## src/logic/dpss_pkg.sv

```systemverilog
// Package for the display power state sequencer
package dpss_pkg;
  // Power states, adjacency ordered
  typedef enum logic [1:0] {
    DPSS_SLEEP   = 2'b00,
    DPSS_STANDBY = 2'b01,
    DPSS_NORMAL  = 2'b10
  } dpss_state_type;

  // Requested-state command codes
  localparam logic [1:0] DPSS_REQ_SLEEP   = 2'h0;
  localparam logic [1:0] DPSS_REQ_STANDBY = 2'h1;
  localparam logic [1:0] DPSS_REQ_NORMAL  = 2'h2;

  // PLL multiplier legal range
  localparam logic [6:0] DPSS_PLL_MULT_MIN = 7'h18;
  localparam logic [6:0] DPSS_PLL_MULT_MAX = 7'h59;

  // PLL settle time and clock rate
  localparam int DPSS_PLL_SETTLE_MS = 10;
  localparam int DPSS_CLK_MHZ       = 200;
  localparam int DPSS_PLL_SETTLE_CYC = DPSS_PLL_SETTLE_MS * 1000 * DPSS_CLK_MHZ;

  // Clock gate enables
  typedef struct packed {
    logic pll_run;
    logic core_logic_clock_en;
    logic memory_side_clock_en;
  } dpss_gate_type;

  localparam dpss_gate_type DPSS_GATE_RESET = '{pll_run: 1'b0,
                                               core_logic_clock_en: 1'b0,
                                               memory_side_clock_en: 1'b0};
endpackage

```

## src/logic/dpss_settle_timer.sv

```systemverilog
// PLL settle timer for the display power state sequencer
`timescale 1ns/10ps
`default_nettype none
module dpss_settle_timer #(
  parameter int SETTLE_CYC = dpss_pkg::DPSS_PLL_SETTLE_CYC
) (
  input  wire logic sys_clk,
  input  wire logic rst,
  input  wire logic start,
  input  wire logic abort,
  output logic      busy
);
  logic [31:0] count;
  logic [31:0] next_count;

  // Load on start, count down to zero
  always_comb begin
    next_count = count;
    if (abort) begin
      next_count = 32'h0;
    end else if (start) begin
      next_count = 32'(SETTLE_CYC);
    end else if (count != 32'h0) begin
      next_count = count - 32'h1;
    end
  end

  always_ff @(posedge sys_clk or posedge rst) begin
    if (rst) begin
      count <= 32'h0;
    end else begin
      count <= next_count;
    end
  end

  assign busy = (count != 32'h0);

  a_settle_load: assert property (@(posedge sys_clk) disable iff (rst)
    (start && !abort) |=> (count == 32'(SETTLE_CYC))) else $error("settle load wrong");
endmodule
`default_nettype wire

```

## src/logic/dpss_top.sv

```systemverilog
// Display power state sequencer top level
`timescale 1ns/10ps
`default_nettype none
module dpss_top #(
  parameter int SETTLE_CYC = dpss_pkg::DPSS_PLL_SETTLE_CYC
) (
  input  wire logic                   sys_clk,
  input  wire logic                   rst,
  input  wire logic                   req_valid,
  input  wire logic [1:0]             req_state,
  input  wire logic                   mem_clk_req,
  output logic [1:0]                  power_state,
  output logic                        req_reject,
  output dpss_pkg::dpss_gate_type     gates,
  output logic                        pll_settling,
  output logic                        image_accept,
  output logic                        reg_access_ok
);
  dpss_pkg::dpss_state_type state;
  dpss_pkg::dpss_state_type next_state;
  logic                     reject;
  logic                     next_reject;
  dpss_pkg::dpss_gate_type  gate_q;
  dpss_pkg::dpss_gate_type  next_gate;
  logic                     settle_start;
  logic                     settle_busy;

  // Adjacency test between two states
  function automatic logic is_adjacent(input logic [1:0] a, input logic [1:0] b);
    logic [1:0] d;
    d = (a > b) ? (a - b) : (b - a);
    return (d == 2'h1);
  endfunction

  // State transition, adjacent moves only
  always_comb begin
    next_state   = state;
    next_reject  = 1'b0;
    settle_start = 1'b0;
    if (req_valid) begin
      if ((req_state <= dpss_pkg::DPSS_REQ_NORMAL) && is_adjacent(state, req_state)) begin
        next_state = dpss_pkg::dpss_state_type'(req_state);
        if (state == dpss_pkg::DPSS_SLEEP) begin
          settle_start = 1'b1; // PLL restarts, host must wait
        end
      end else if (req_state != state) begin
        next_reject = 1'b1;
      end
    end
  end

  // Clock gating per state
  always_comb begin
    next_gate = dpss_pkg::DPSS_GATE_RESET;
    case (next_state)
      dpss_pkg::DPSS_SLEEP: begin
        next_gate = dpss_pkg::DPSS_GATE_RESET; // all off incl PLL
      end
      dpss_pkg::DPSS_STANDBY: begin
        next_gate.pll_run = 1'b1; // only PLL runs
      end
      dpss_pkg::DPSS_NORMAL: begin
        next_gate.pll_run              = 1'b1;
        next_gate.core_logic_clock_en  = 1'b1;
        next_gate.memory_side_clock_en = mem_clk_req;
      end
      default: begin
        next_gate = dpss_pkg::DPSS_GATE_RESET;
      end
    endcase
  end

  // State and refusal registers
  always_ff @(posedge sys_clk or posedge rst) begin
    if (rst) begin
      state  <= dpss_pkg::DPSS_SLEEP;
      reject <= 1'b0;
    end else begin
      state  <= next_state;
      reject <= next_reject;
    end
  end

  // Gate registers, glitch-free levels for the clock gates
  always_ff @(posedge sys_clk or posedge rst) begin
    if (rst) begin
      gate_q <= dpss_pkg::DPSS_GATE_RESET;
    end else begin
      gate_q <= next_gate;
    end
  end

  dpss_settle_timer #(
    .SETTLE_CYC (SETTLE_CYC)
  ) u_settle (
    .sys_clk (sys_clk),
    .rst     (rst),
    .start   (settle_start),
    .abort   (next_state == dpss_pkg::DPSS_SLEEP),
    .busy    (settle_busy)
  );

  // Outputs
  assign power_state   = state;
  assign req_reject    = reject;
  assign gates         = gate_q;
  assign pll_settling  = settle_busy;
  assign image_accept  = (state == dpss_pkg::DPSS_NORMAL); // no delay after standby
  assign reg_access_ok = 1'b1; // registers live in every state

  // Gating per state
  a_sleep_gates_off: assert property (@(posedge sys_clk) disable iff (rst)
    (state == dpss_pkg::DPSS_SLEEP) |-> (gate_q == dpss_pkg::DPSS_GATE_RESET))
    else $error("clock on in sleep");
  a_sleep_pll_idle: assert property (@(posedge sys_clk) disable iff (rst)
    (state == dpss_pkg::DPSS_SLEEP) |-> !pll_settling)
    else $error("settle timer runs in sleep");
  a_standby_pll_only: assert property (@(posedge sys_clk) disable iff (rst)
    (state == dpss_pkg::DPSS_STANDBY) |-> (gate_q.pll_run && !gate_q.core_logic_clock_en
      && !gate_q.memory_side_clock_en)) else $error("standby gating wrong");
  a_normal_clocks_on: assert property (@(posedge sys_clk) disable iff (rst)
    (state == dpss_pkg::DPSS_NORMAL) |-> (gate_q.pll_run && gate_q.core_logic_clock_en))
    else $error("normal clocks off");
  a_image_normal_only: assert property (@(posedge sys_clk) disable iff (rst)
    (state != dpss_pkg::DPSS_NORMAL) |-> !image_accept)
    else $error("image taken with core clock off");
  a_memclk_follows_req: assert property (@(posedge sys_clk) disable iff (rst)
    (state == dpss_pkg::DPSS_NORMAL) |-> (gate_q.memory_side_clock_en == $past(mem_clk_req)))
    else $error("memory clock enable wrong");
  a_memclk_normal_only: assert property (@(posedge sys_clk) disable iff (rst)
    gate_q.memory_side_clock_en |-> (state == dpss_pkg::DPSS_NORMAL))
    else $error("memory clock on outside normal");

  // Transition legality
  a_no_skip_jump: assert property (@(posedge sys_clk) disable iff (rst)
    (state != $past(state)) |-> is_adjacent(state, $past(state)))
    else $error("non adjacent move");
  a_skip_rejected: assert property (@(posedge sys_clk) disable iff (rst)
    (req_valid && (state == dpss_pkg::DPSS_SLEEP) && (req_state == dpss_pkg::DPSS_REQ_NORMAL))
    |=> (req_reject && (state == dpss_pkg::DPSS_SLEEP))) else $error("skip not refused");
  a_code3_refused: assert property (@(posedge sys_clk) disable iff (rst)
    (req_valid && (req_state > dpss_pkg::DPSS_REQ_NORMAL)) |=> (req_reject && $stable(state)))
    else $error("unknown code not refused");
  a_reject_keeps_state: assert property (@(posedge sys_clk) disable iff (rst)
    req_reject |-> (state == $past(state)))
    else $error("refused request moved state");
  a_same_state_quiet: assert property (@(posedge sys_clk) disable iff (rst)
    (req_valid && (req_state == state)) |=> (!req_reject && $stable(state)))
    else $error("same state request acted on");
  a_state_code_legal: assert property (@(posedge sys_clk) disable iff (rst)
    power_state <= dpss_pkg::DPSS_REQ_NORMAL)
    else $error("unknown state code");

  // Helper count of cycles with the PLL settle flag high
  logic [31:0] settle_seen;
  logic [31:0] next_settle_seen;

  always_comb begin
    next_settle_seen = 32'h0;
    if (pll_settling) begin
      next_settle_seen = settle_seen + 32'h1;
    end
  end

  always_ff @(posedge sys_clk or posedge rst) begin
    if (rst) begin
      settle_seen <= 32'h0;
    end else begin
      settle_seen <= next_settle_seen;
    end
  end

  // PLL settle window after leaving sleep; a sleep request may cut it short
  a_settle_after_wake: assert property (@(posedge sys_clk) disable iff (rst)
    (($past(state) == dpss_pkg::DPSS_SLEEP) && (state == dpss_pkg::DPSS_STANDBY))
    |=> (pll_settling || (state == dpss_pkg::DPSS_SLEEP))) else $error("no settle after wake");
  a_settle_only_wake: assert property (@(posedge sys_clk) disable iff (rst)
    $rose(pll_settling) |-> (($past(state) == dpss_pkg::DPSS_SLEEP)
      && (state == dpss_pkg::DPSS_STANDBY))) else $error("settle without wake");
  a_settle_length: assert property (@(posedge sys_clk) disable iff (rst)
    ($fell(pll_settling) && (state != dpss_pkg::DPSS_SLEEP))
    |-> (settle_seen == 32'(SETTLE_CYC))) else $error("settle length wrong");

  // Standby exit needs no wait before image data
  a_standby_exit_fast: assert property (@(posedge sys_clk) disable iff (rst)
    (req_valid && (state == dpss_pkg::DPSS_STANDBY) && (req_state == dpss_pkg::DPSS_REQ_NORMAL))
    |=> image_accept) else $error("image not accepted");

  // Register access in low-power states
  a_regs_in_sleep: assert property (@(posedge sys_clk) disable iff (rst)
    (state == dpss_pkg::DPSS_SLEEP) |-> reg_access_ok) else $error("regs blocked");
  a_regs_in_standby: assert property (@(posedge sys_clk) disable iff (rst)
    (state == dpss_pkg::DPSS_STANDBY) |-> reg_access_ok) else $error("regs blocked");

  // Main scenarios
  c_wake_up: cover property (@(posedge sys_clk) disable iff (rst)
    (state == dpss_pkg::DPSS_SLEEP) ##1 (state == dpss_pkg::DPSS_STANDBY)
    ##[1:20] (state == dpss_pkg::DPSS_NORMAL));
  c_go_sleep: cover property (@(posedge sys_clk) disable iff (rst)
    (state == dpss_pkg::DPSS_STANDBY) ##1 (state == dpss_pkg::DPSS_SLEEP));
  c_reject: cover property (@(posedge sys_clk) disable iff (rst) req_reject);
  c_settle_done: cover property (@(posedge sys_clk) disable iff (rst)
    $fell(pll_settling) && (state == dpss_pkg::DPSS_STANDBY));
  c_settle_abort: cover property (@(posedge sys_clk) disable iff (rst)
    $fell(pll_settling) && (state == dpss_pkg::DPSS_SLEEP));
endmodule
`default_nettype wire

```

## config.mk

```make
export PLATFORM = sky130hd
export DESIGN_NAME = dpss_top
export DESIGN_NICKNAME = d
export VERILOG_FILES = /design/src/logic/dpss_pkg.sv /design/src/logic/dpss_settle_timer.sv /design/src/logic/dpss_top.sv
export SDC_FILE = /design/constraint.sdc
export NUM_CORES = 1
export LEC_CHECK = 0
export ABC_AREA = 0
export BUFFER_PORTS_ARGS = -buffer_cell sky130_fd_sc_hd__buf_2
export CORE_UTILIZATION = 33
export DETAILED_ROUTE_END_ITERATION = 8
export PLACE_DENSITY = 0.46
export SYNTH_ARGS = -nofsm -noshare
export SYNTH_HDL_FRONTEND = slang
export SYNTH_SLANG_ARGS = --single-unit
```

## constraint.sdc

```tcl
create_clock -name sys_clk -period 3.4 [get_ports sys_clk]
set_input_delay 0.68 -clock sys_clk [delete_from_list [all_inputs] [get_ports sys_clk]]
set_output_delay 0.68 -clock sys_clk [all_outputs]
set_load 0.05 [all_outputs]
```

==> After elaboration in Yosys (flattened, before gate mapping) <==
Index checks and enable logic that the tools add are counted.
W data, S select, Z words.
{ "totals": {"regBits": 38, "in_bits": 6, "output_inout_bits": 9, "wordCells": 36} }
{ "classes": {"add_sub_neg": 3, "n_lt_le_gt_ge": 2, "eq_ne": 5, "muxes": 14, "reduce_logical": 6} }
{ "op_table": {"columns": ["cell", "n"], "rows": [
  ["$mux W32", 3],
  ["$reduce_bool A32 Y1", 1],
  ["$sub A32 B1 Y32 const B", 1],
  ["$mux W2", 4],
  ["$mux W1", 7],
  ["$eq A2 B1 Y1 const B", 2],
  ["$eq A2 B2 Y1 const B", 2],
  ["$logic_not A2 Y1", 2],
  ["$sub A2 B2 Y2", 2],
  ["$reduce_bool A3 Y1", 1],
  ["$gt A2 B2 Y1", 1],
  ["$le A2 B2 Y1 const B", 1],
  ["$ne A2 B2 Y1", 1],
  ["$reduce_or A2 Y1", 1],
  ["$logic_and A1 B1 Y1", 1]
]} }

==> Logic depth before layout (Yosys ltp) <==
Gate-level depths: netlist (run 1).
{ "logic_depth": {"ltp_word": 9, "ltp_mapped": 10, "ltp_nobuf": 9} }

==> Modules after synthesis <==
A second synthesis (run 1) with hierarchy kept.
{ "unflattened": {"cells_unflattened": 224, "area_unflattened_um2": 2224.6} }
{ "modules_own_cells": {"columns": ["module", "n_inst", "cells_each", "area_each_um2", "seq_area_each_um2"], "rows": [
  ["dpss_settle_timer", 1, 191, 1824.2, 800.8],
  ["dpss_top", 1, 33, 400.4, 150.1]
]} }

==> Worst setup path after synthesis (run 1) <==
OpenSTA, ideal clock, no wires.
{ "synth_path": {"kind": "flip-flop to flip-flop", "start": "register state[0] (netlist: power_state[0])", "end": "register u_settle.count[0]", "setup_ns": 0.132, "arrival_ns": 2.479, "t_required_ns": 3.268, "path_slack_ns": 0.789, "stages_incl_launch_ff": 10, "n_path_buf": 1, "synth_period_minus_slack_ns": 2.611, "path_cell_list": "dfrtp_1 inv_1 ha_1 inv_1 fa_1 nand2_1 o2111ai_1 o22ai_1 clkbuf_1 nor2_1"} }
{ "synth_between": {"elab_chain_cells": 8, "word_cells_on_any_way": 16, "classes_between": "2 x add/sub; 1 x order compare; 1 x eq/ne; 8 x mux; 4 x reduce/logical"} }
{ "synth_lines": {"columns": ["element", "line", "text"], "rows": [
  ["start, declared", "dpss_top.sv:19", "dpss_pkg::dpss_state_type state;"],
  ["start signal, assigned", "dpss_top.sv:76", "state <= dpss_pkg::DPSS_SLEEP;"],
  ["start signal, assigned", "dpss_top.sv:79", "state <= next_state;"],
  ["$sub A2 B2 Y2 or $gt A2 B2 Y1 (tied branches)", "dpss_top.sv:31", "d = (a > b) ? (a - b) : (b - a);"],
  ["$mux W2", "dpss_top.sv:31", null],
  ["$eq A2 B1 Y1", "dpss_top.sv:32", "return (d == 2'h1);"],
  ["$logic_and A1 B1 Y1", "dpss_top.sv:41", "if ((req_state <= dpss_pkg::DPSS_REQ_NORMAL) && is_adjacent(state, req_state)) begin"],
  ["$mux W2 or $mux W1 (tied branches)", "dpss_top.sv:41", null],
  ["$mux W2 or $mux W1 (tied branches)", "dpss_top.sv:40", "if (req_valid) begin"],
  ["$logic_not A2 Y1 or $mux W32 (tied branches)", "dpss_top.sv:99, dpss_settle_timer.sv:21", null],
  ["$reduce_bool A3 Y1 (no line) or $mux W32 (tied branches)", null, null],
  ["end signal, assigned", "dpss_settle_timer.sv:32", "count <= next_count;"],
  ["end, declared", "dpss_settle_timer.sv:13", "logic [31:0] count;"]
]} }
Several ways; a longest one is shown, not always the timed one.
A chain may end at the register's enable or synchronous reset.

==> Worst setup path in the final report (run 1) <==
{ "layout_path": {"start": "register u_settle.count[0]", "end": "output port pll_settling"} }
{ "layout_between": {"elab_chain_cells": 1} }
{ "layout_lines": {"columns": ["element", "line", "text"], "rows": [
  ["$reduce_bool A32 Y1", "dpss_settle_timer.sv:36", "assign busy = (count != 32'h0);"],
  ["end, declared", "dpss_top.sv:15", "output logic pll_settling,"]
]} }
Every way passes these cells.

==> metrics, run 1 <==
status=complete, no violations; Starting Density=34.9%; Slew HR=53.6%; unrepaired setup endpoints after global routing=false; Least-Margin Pin Slew=0.694 ns; antenna violations before repair=0; number of synthesized flops with an enable pin=0; syn avg cell area=10.3 sq um; hold-fix buffers at CTS=0; # rows=29; TritonCTS sink count=38; leading area contributor after synthesis=dfrtp_1; clk slew on worst S/H paths=0.08 ns; max-slew violation count=0; setup violators final=0; commonest cells in the netlist=dfrtp_1, nor2_1, xnor2_1; Vias/cell=5.27; Max FO, Critical Path=7; Final Hold Fails=0; min-delay worst type=in2async; TritonCTS buffer count=5; share of the synthesized area in the top cell type=42.2%; fin crit period=2.73 ns; HPWL after DPL=3340 um; Netlist cell types=52; P&R area growth vs syn=13.2%; number of global-route vias before repair=1733; Pre-antenna DRT Iters=4; Worst Path Required=2.72 ns; setup TNS=0 ns; GR Overflow Total=0; Layout Skew=0.00399 ns; ANT nets after route=0; post-synthesis cell area=2250 sq um; CTS tree=yes; drt drc=0; Inserted Diodes=0; CTS root buf=clkbuf_8; period utilization=80.4%; most numerous cell in the Yosys netlist=dfrtp_1; wire length of the first global-routing pass=8380 um; warnings from Yosys=0; post-CTS sizing=0; largest net degree at the start of global routing=34; register area share after synthesis=42.2%; WS Path Type=reg2out; die area=7160 sq um; final WL=4760 um; crit path capture type=output port; Setup crit start kind=flip-flop; via count=1644; gpl congestion=0.747; FF+latch count, synth=38; WP data arrival=2.05 ns; Syn Nets=230; clock latency on the worst-skew pair=0.29 ns; wire per inst=15.3 um; gr usage total=14.9%; ys flop type=dfrtp_1; core area=6460 sq um; I/O pin count=15; nets=246; # Post-CTS Setup Buffers=0; Synth area leaders=dfrtp_1, xnor2_1, nor2_1; layout cell share with drive strength beyond 1=18.7%; PortBufs=13; CTS H-tree lvls=2; drt first-iter violations=131; Mapped Cells=218; Achievable Freq=366 MHz; max_cap viols=0; Post-synth ARST share=100%; die width=84.6 um; Die Y=84.6 um; Longest Clk Path Bufs=2
-- final timing paths --
path,startpoint,end,slack [ns],cells after the start
setup / recovery,u_settle.count[0],pll_settling,0.67,6
hold / removal,rst,u_settle.count[0],0.28,2
setup reg to reg,power_state[0],u_settle.count[19],0.98,9
hold reg to reg,u_settle.count[16],u_settle.count[16],0.55,2
max in group asynchronous,rst,u_settle.count[30],2.42,3
min in group sys_clk,u_settle.count[16],u_settle.count[16],0.55,2
-- routing by layer --
metal	vias up	part of all wire (%)	GRT usage, %
met5	-	0	0
met4	0	1.5	5.55
met3	7	2.0	2.36
met2	16	47	23.9
met1	806	50	20.3
li1	815	-	-
-- placed cells by master, fill, tap and decap left out, types with 2 or more instances in the layout --
master	instances
dfrtp_1	38
nor2_1	31
xnor2_1	17
buf_2	13
xor2_1	11
a21oi_1	11
inv_1	10
nor3_1	10
nand2_1	8
nand3_1	6
clkbuf_8	6
o31ai_1	5
ha_1	5
buf_4	5
o2111ai_1	4
nor4_4	4
nor4_2	4
nor4_1	3
and3_1	3
nand4b_1	2
or3_1	2
nand2b_1	2
or4_1	2
a211oi_1	2
a31oi_1	2
a311oi_1	2
bufinv_16	2
-- state kept, by name, summed over array words and instances (netlist names) --
name,cells
u_settle.count,32
gates,3
req_reject,1
power_state,2
-- cell families (layout without fill, tap and decap cells) --
family                   count (synthesis)  count (layout)  share of synthesized area [%]
AO/OA/AOI/OAI                           38              38                           13.5
XOR/XNOR                                28              28                           10.9
adder cells (fa/ha/maj)                  6               6                           3.67
buffers and inverters                   19              36                           3.89
flip-flops                              38              38                           42.2
multiplexers                             1               1                          0.445
other                                    1               1                          0.167
AND/OR/NAND/NOR                         87              87                           25.2
-- per-stage QoR --
step / worst slack, ns / hold slack [ns] / instances / util [%] / area (sq um)
2_1_floorplan: 0.789 / 0.510 / 218 / - / 2250
3_3_place_gp: 0.843 / 0.540 / 304 / 37.3 / 2410
3_5_place_dp: 0.798 / 0.540 / 304 / 37.3 / 2410
4_1_cts: 0.615 / 0.273 / 312 / 39.5 / 2550
5_1_grt: 0.511 / 0.291 / 312 / 39.5 / 2550
6_report: 0.665 / 0.283 / 312 / 39.5 / 2550
-- layout make-up --
cell class                 count  area, sq um
tap                           77         96.3
inverter                      10         37.5
sequential                    38          951
multi-input combinational    161         1220
timing repair buffer          18          103
fill                         642         3910
clock inverter                 2         60.1
clock buffer                   6         82.6
-- worst max-delay path, stage by stage, from the launching register on --
cell and delay [ns]:
dfrtp_1 0.45, inv_1 0.08, ha_1 0.16, nor3b_4 0.32, and4b_1 0.27, nand3_2 0.19
buf_2 0.28
Power of run 1 is not shown: default switching activity piles up to over one toggle a cycle in this logic, so the estimate is an artifact.
==> run 2, diff against run 1 <==
==> constraint.sdc (replaced) <==
create_clock -name sys_clk -period 2.71 [get_ports sys_clk]
set_input_delay 0.542 -clock sys_clk [delete_from_list [all_inputs] [get_ports sys_clk]]
set_output_delay 0.542 -clock sys_clk [all_outputs]
set_load 0.05 [all_outputs]
==> run 2 against run 1 <==
Against the previous run:
- global-route usage down 0.52 points
- wire length down 2.4%
- clock skew up 0.0042 ns
- cell area up 0.15%
- setup slack worse by 0.41 ns
- critical path depth unchanged
- count of clock-buffer cells in the layout up 1
- flip-flop and latch count unchanged
- hold slack better by 0.014 ns
- cell count up 1.3%
- first-iteration DRC count down 41%
- sequential share of layout area down 0.055 points
- critical path type unchanged
- critical endpoint unchanged
- highest routed layer unchanged
==> metrics, run 2 (synthesis results as in run 1) <==
CP Capture Point=pll_settling; post-CTS sizing=0; Achievable Freq=408 MHz; R2R cell count=9; max-slew violation count=0; Final Hold Fails=0; leading cell types in the layout, fill and taps excluded=dfrtp_1, nor2_1, xnor2_1, buf_2; HPWL after DPL=3320 um; wire length of the first global-routing pass=8040 um; gr usage total=14.4%; Vias/cell=5.19; status=complete, no violations; crit path capture type=output port; CTS H-tree lvls=2; CTS tree=yes; Critical Path Max Stage Delay=0.44 ns; WP buf/inv=2; fin util=39.5%; CP delay by family, top=simple AND/OR/NAND/NOR gates; Starting Density=34.9%; hold-fix buffers at CTS=0; layout cell share with drive strength beyond 1=19.7%; gpl congestion=0.740; Setup crit start=u_settle.count[0]; TritonCTS buffer count=5; Setup crit start kind=flip-flop; drt drc=0; antenna violations before repair=0; ANT nets after route=0; # rows=29; Die Y=84.6 um; Worst Path Required=2.17 ns; setup TNS=0 ns; WP data arrival=1.91 ns; capturing point of the worst reg2reg path=u_settle.count[19]; reg2reg start=power_state[0]; # Post-CTS Setup Buffers=0; WS Path Type=reg2out; dpl cell area=2460 sq um; max_cap viols=0; wire per inst=14.7 um; clk slew on worst S/H paths=0.08 ns; PortBufs=13; WP depth=6; clock latency on the worst-skew pair=0.29 ns; Pre-antenna DRT Iters=4; via count=1640; fin crit period=2.45 ns; Layout Skew=0.00823 ns; P&R area growth vs syn=13.4%; unrepaired setup endpoints after global routing=false; fin area=2550 sq um; Cell Chain, Critical Path=inv_1, ha_1, nor3b_4, and4b_1, nand3_2, buf_2; Max FO, Critical Path=6; period utilization=90.5%; Top reg by flops=u_settle.count; nets=250; I/O pin count=15; die area=7160 sq um; GR Overflow Total=0; CTS root buf=clkbuf_8; Slew HR=61.1%; Reg2Reg Setup Slack=0.38 ns; largest net degree at the start of global routing=26; drt first-iter violations=77; number of global-route vias before repair=1615; Inserted Diodes=0; TritonCTS sink count=38; setup violators final=0; Worst path slowest cell=dfrtp_1; max reg flops=32; core area=6460 sq um; min-delay worst type=in2async; commonest non-fill, non-tap cell in the layout=dfrtp_1; final WL=4640 um; Least-Margin Pin Slew=0.584 ns; die width=84.6 um; Longest Clk Path Bufs=2
run 2: metrics by stage:
| step | hold slack (ns) | setup slack (ns) | instances |
|---|---|---|---|
| after floorplan | 0.510 | 0.0995 | 218 |
| after global placement | 0.537 | 0.294 | 308 |
| after detailed placement | 0.544 | 0.200 | 308 |
| after CTS | 0.321 | 0.207 | 316 |
| after global routing | 0.356 | 0.0951 | 316 |
| final | 0.297 | 0.257 | 316 |
run 2: cell type report:
class | instances | area [sq um]
Timing Repair Buffer | 22 | 158
Clock inverter | 1 | 5.00
Sequential cell | 38 | 951
Clock buffer | 7 | 86.3
Fill cell | 653 | 3910
Multi-Input combinational cell | 161 | 1220
Inverter | 10 | 37.5
Tap cell | 77 | 96.3
run 2: per-layer routing:
layer  wire [um]  track usage, %  vias to the layer above
met5           0               0                        -
met4          59            6.47                        0
met3          73            2.36                        5
met2        2040            21.2                       16
met1        2470            20.6                      793
li1            -               -                      826
run 2: how the worst min path moves through the flow:
stage                       startpoint                 end  slack [ns]  cells past startpoint
finish                             rst   u_settle.count[2]        0.30                      2
global route                       rst   u_settle.count[2]        0.36                      2
CTS                                rst   u_settle.count[2]        0.32                      2
detailed placement  u_settle.count[16]  u_settle.count[16]        0.54                      2
global placement    u_settle.count[16]  u_settle.count[16]        0.54                      2
floorplan           u_settle.count[31]  u_settle.count[31]        0.51                      2
run 2: worst reg2reg max path, cell delays in order (launching register included):
cell	delay, ns
dfrtp_1	0.39
inv_1	0.10
ha_1	0.15
inv_1	0.04
fa_1	0.43
nand2_1	0.15
o2111ai_1	0.17
or3_1	0.46
and3_1	0.21
nor3_1	0.14
Power of run 2 is left out for the same reason.
==> run 3, diff against run 2 <==
--- a/config.mk
+++ b/config.mk
@@ -9,7 +9,7 @@
 export BUFFER_PORTS_ARGS = -buffer_cell sky130_fd_sc_hd__buf_2
 export CORE_UTILIZATION = 33
 export DETAILED_ROUTE_END_ITERATION = 8
-export PLACE_DENSITY = 0.46
+export PLACE_DENSITY_LB_ADDON = 0.1
 export SYNTH_ARGS = -nofsm -noshare
 export SYNTH_HDL_FRONTEND = slang
 export SYNTH_SLANG_ARGS = --single-unit
==> run 3 against run 2 <==
Against the previous run:
- highest routed layer unchanged
- clock skew is 0.0032 ns higher
- setup slack got worse by 0.030 ns
- sequential share of layout area fell by 0.66 points
- register-to-register slack improved by 0.03 ns
- global-route usage increased by 0.075 points
- critical path type unchanged
- core utilization rose by 0.72 points
- fmax fell by 1.2%
- critical endpoint unchanged
- non-clock buffer count increased by 1
- wire length is 0.32% higher
- flip-flop and latch count is the same
==> metrics, run 3 (synthesis results as in run 1) <==
WS Path Type=reg2out; max reg flops=32; wire per inst=14.7 um; setup violators final=0; post-route insts no fill=317; WP data arrival=1.94 ns; Layout Skew=0.0114 ns; period utilization=91.6%; drt drc=0; CTS root buf=clkbuf_8; # rows=29; busiest grt layer=met2; Worst path slowest cell=dfrtp_1; dpl cells=309; met1 global-route usage=21.3%; CTS tree=yes; commonest non-fill, non-tap cell in the layout=dfrtp_1; die area=7160 sq um; post-CTS sizing=0; P&R area growth vs syn=15.5%; reg2reg start=power_state[0]; GR Util met3=2.75%; Critical Path Max Stage Delay=0.45 ns; Inserted Diodes=0; I/O pin count=15; HPWL after DPL=3240 um; Top reg by flops=u_settle.count; GR Overflow Total=0; leading cell types in the layout, fill and taps excluded=dfrtp_1, nor2_1, xnor2_1, buf_2; status=complete, no violations; layout cell share with drive strength beyond 1=20.4%; # Post-CTS Setup Buffers=0; fin crit period=2.48 ns; clock latency on the worst-skew pair=0.29 ns; wire length of the first global-routing pass=8160 um; capturing point of the worst reg2reg path=u_settle.count[19]; Cell Chain, Critical Path=inv_1, ha_1, nor3b_4, and4b_1, nand3_2, buf_2; Reg2Reg Setup Slack=0.41 ns; antenna violations before repair=0; number of global-route vias before repair=1626; met2 GRT Util=21.4%; core area=6460 sq um; Longest Clk Path Bufs=2; drt first-iter violations=80; Vias/cell=5.09; Worst Path Required=2.17 ns; nets=251; gpl congestion=0.719; final WL=4660 um; PortBufs=13; min-delay worst type=in2async; max_cap viols=0; TritonCTS buffer count=5; largest net degree at the start of global routing=39; gr usage total=14.4%; ANT nets after route=0; via count=1614; Setup crit start kind=flip-flop; Max FO, Critical Path=6; Die Y=84.6 um; unrepaired setup endpoints after global routing=false; die width=84.6 um; Pre-antenna DRT Iters=6; crit path capture type=output port; R2R cell count=9; max-slew violation count=0; fin util=40.2%; CTS H-tree lvls=2; hold-fix buffers at CTS=0; TritonCTS sink count=38; setup TNS=0 ns; Achievable Freq=403 MHz; Final Hold Fails=0; Starting Density=34.9%; clk slew on worst S/H paths=0.08 ns
[run 3: cell count changes in the layout (fill, tap and decap cells not counted)]
cell,before,now
buf_12,2,1
bufinv_16,0,2
clkbuf_1,1,0
buf_4,7,9
clkinv_2,1,0
[run 3: layout make-up]
class                           count  area, sq um
Clock buffer                        6         82.6
Clock inverter                      2         60.1
Fill cell                         666         3860
Inverter                           10         37.5
Multi-Input combinational cell    161         1220
Sequential cell                    38          951
Tap cell                           77         96.3
Timing Repair Buffer               23          153
[run 3: worst max path at each step]
stage	slack (ns)	start	end
5_1_grt	0.09	u_settle.count[0]	pll_settling
6_report	0.23	u_settle.count[0]	pll_settling
2_1_floorplan	0.1	power_state[0]	u_settle.count[0]
3_5_place_dp	0.25	req_state[0]	u_settle.count[19]
4_1_cts	0.18	u_settle.count[0]	pll_settling
3_3_place_gp	0.29	req_state[0]	u_settle.count[19]
[run 3: per-stage QoR]
stage | worst slack [ns] | area (sq um) | hold slack [ns]
finish | 0.227 | 2600 | 0.347
floorplan | 0.0995 | 2250 | 0.510
detailed placement | 0.253 | 2460 | 0.537
CTS | 0.178 | 2600 | 0.370
global route | 0.0942 | 2600 | 0.399
global placement | 0.292 | 2460 | 0.539
[run 3: routing by layer]
metal	vias to the layer above	share of wire [%]
li1	822	-
met1	766	53
met2	21	44
met3	5	2.2
met4	0	1.2
met5	-	0
[run 3: critical path: cells and delay by family (launching register included)]
kind / cells / cell delay, ns
and+or+nand+nor: 3 / 0.72
DFF: 1 / 0.45
buffers and inverters: 2 / 0.31
adders and majority gates: 1 / 0.16
Power of run 3 is left out for the same reason.
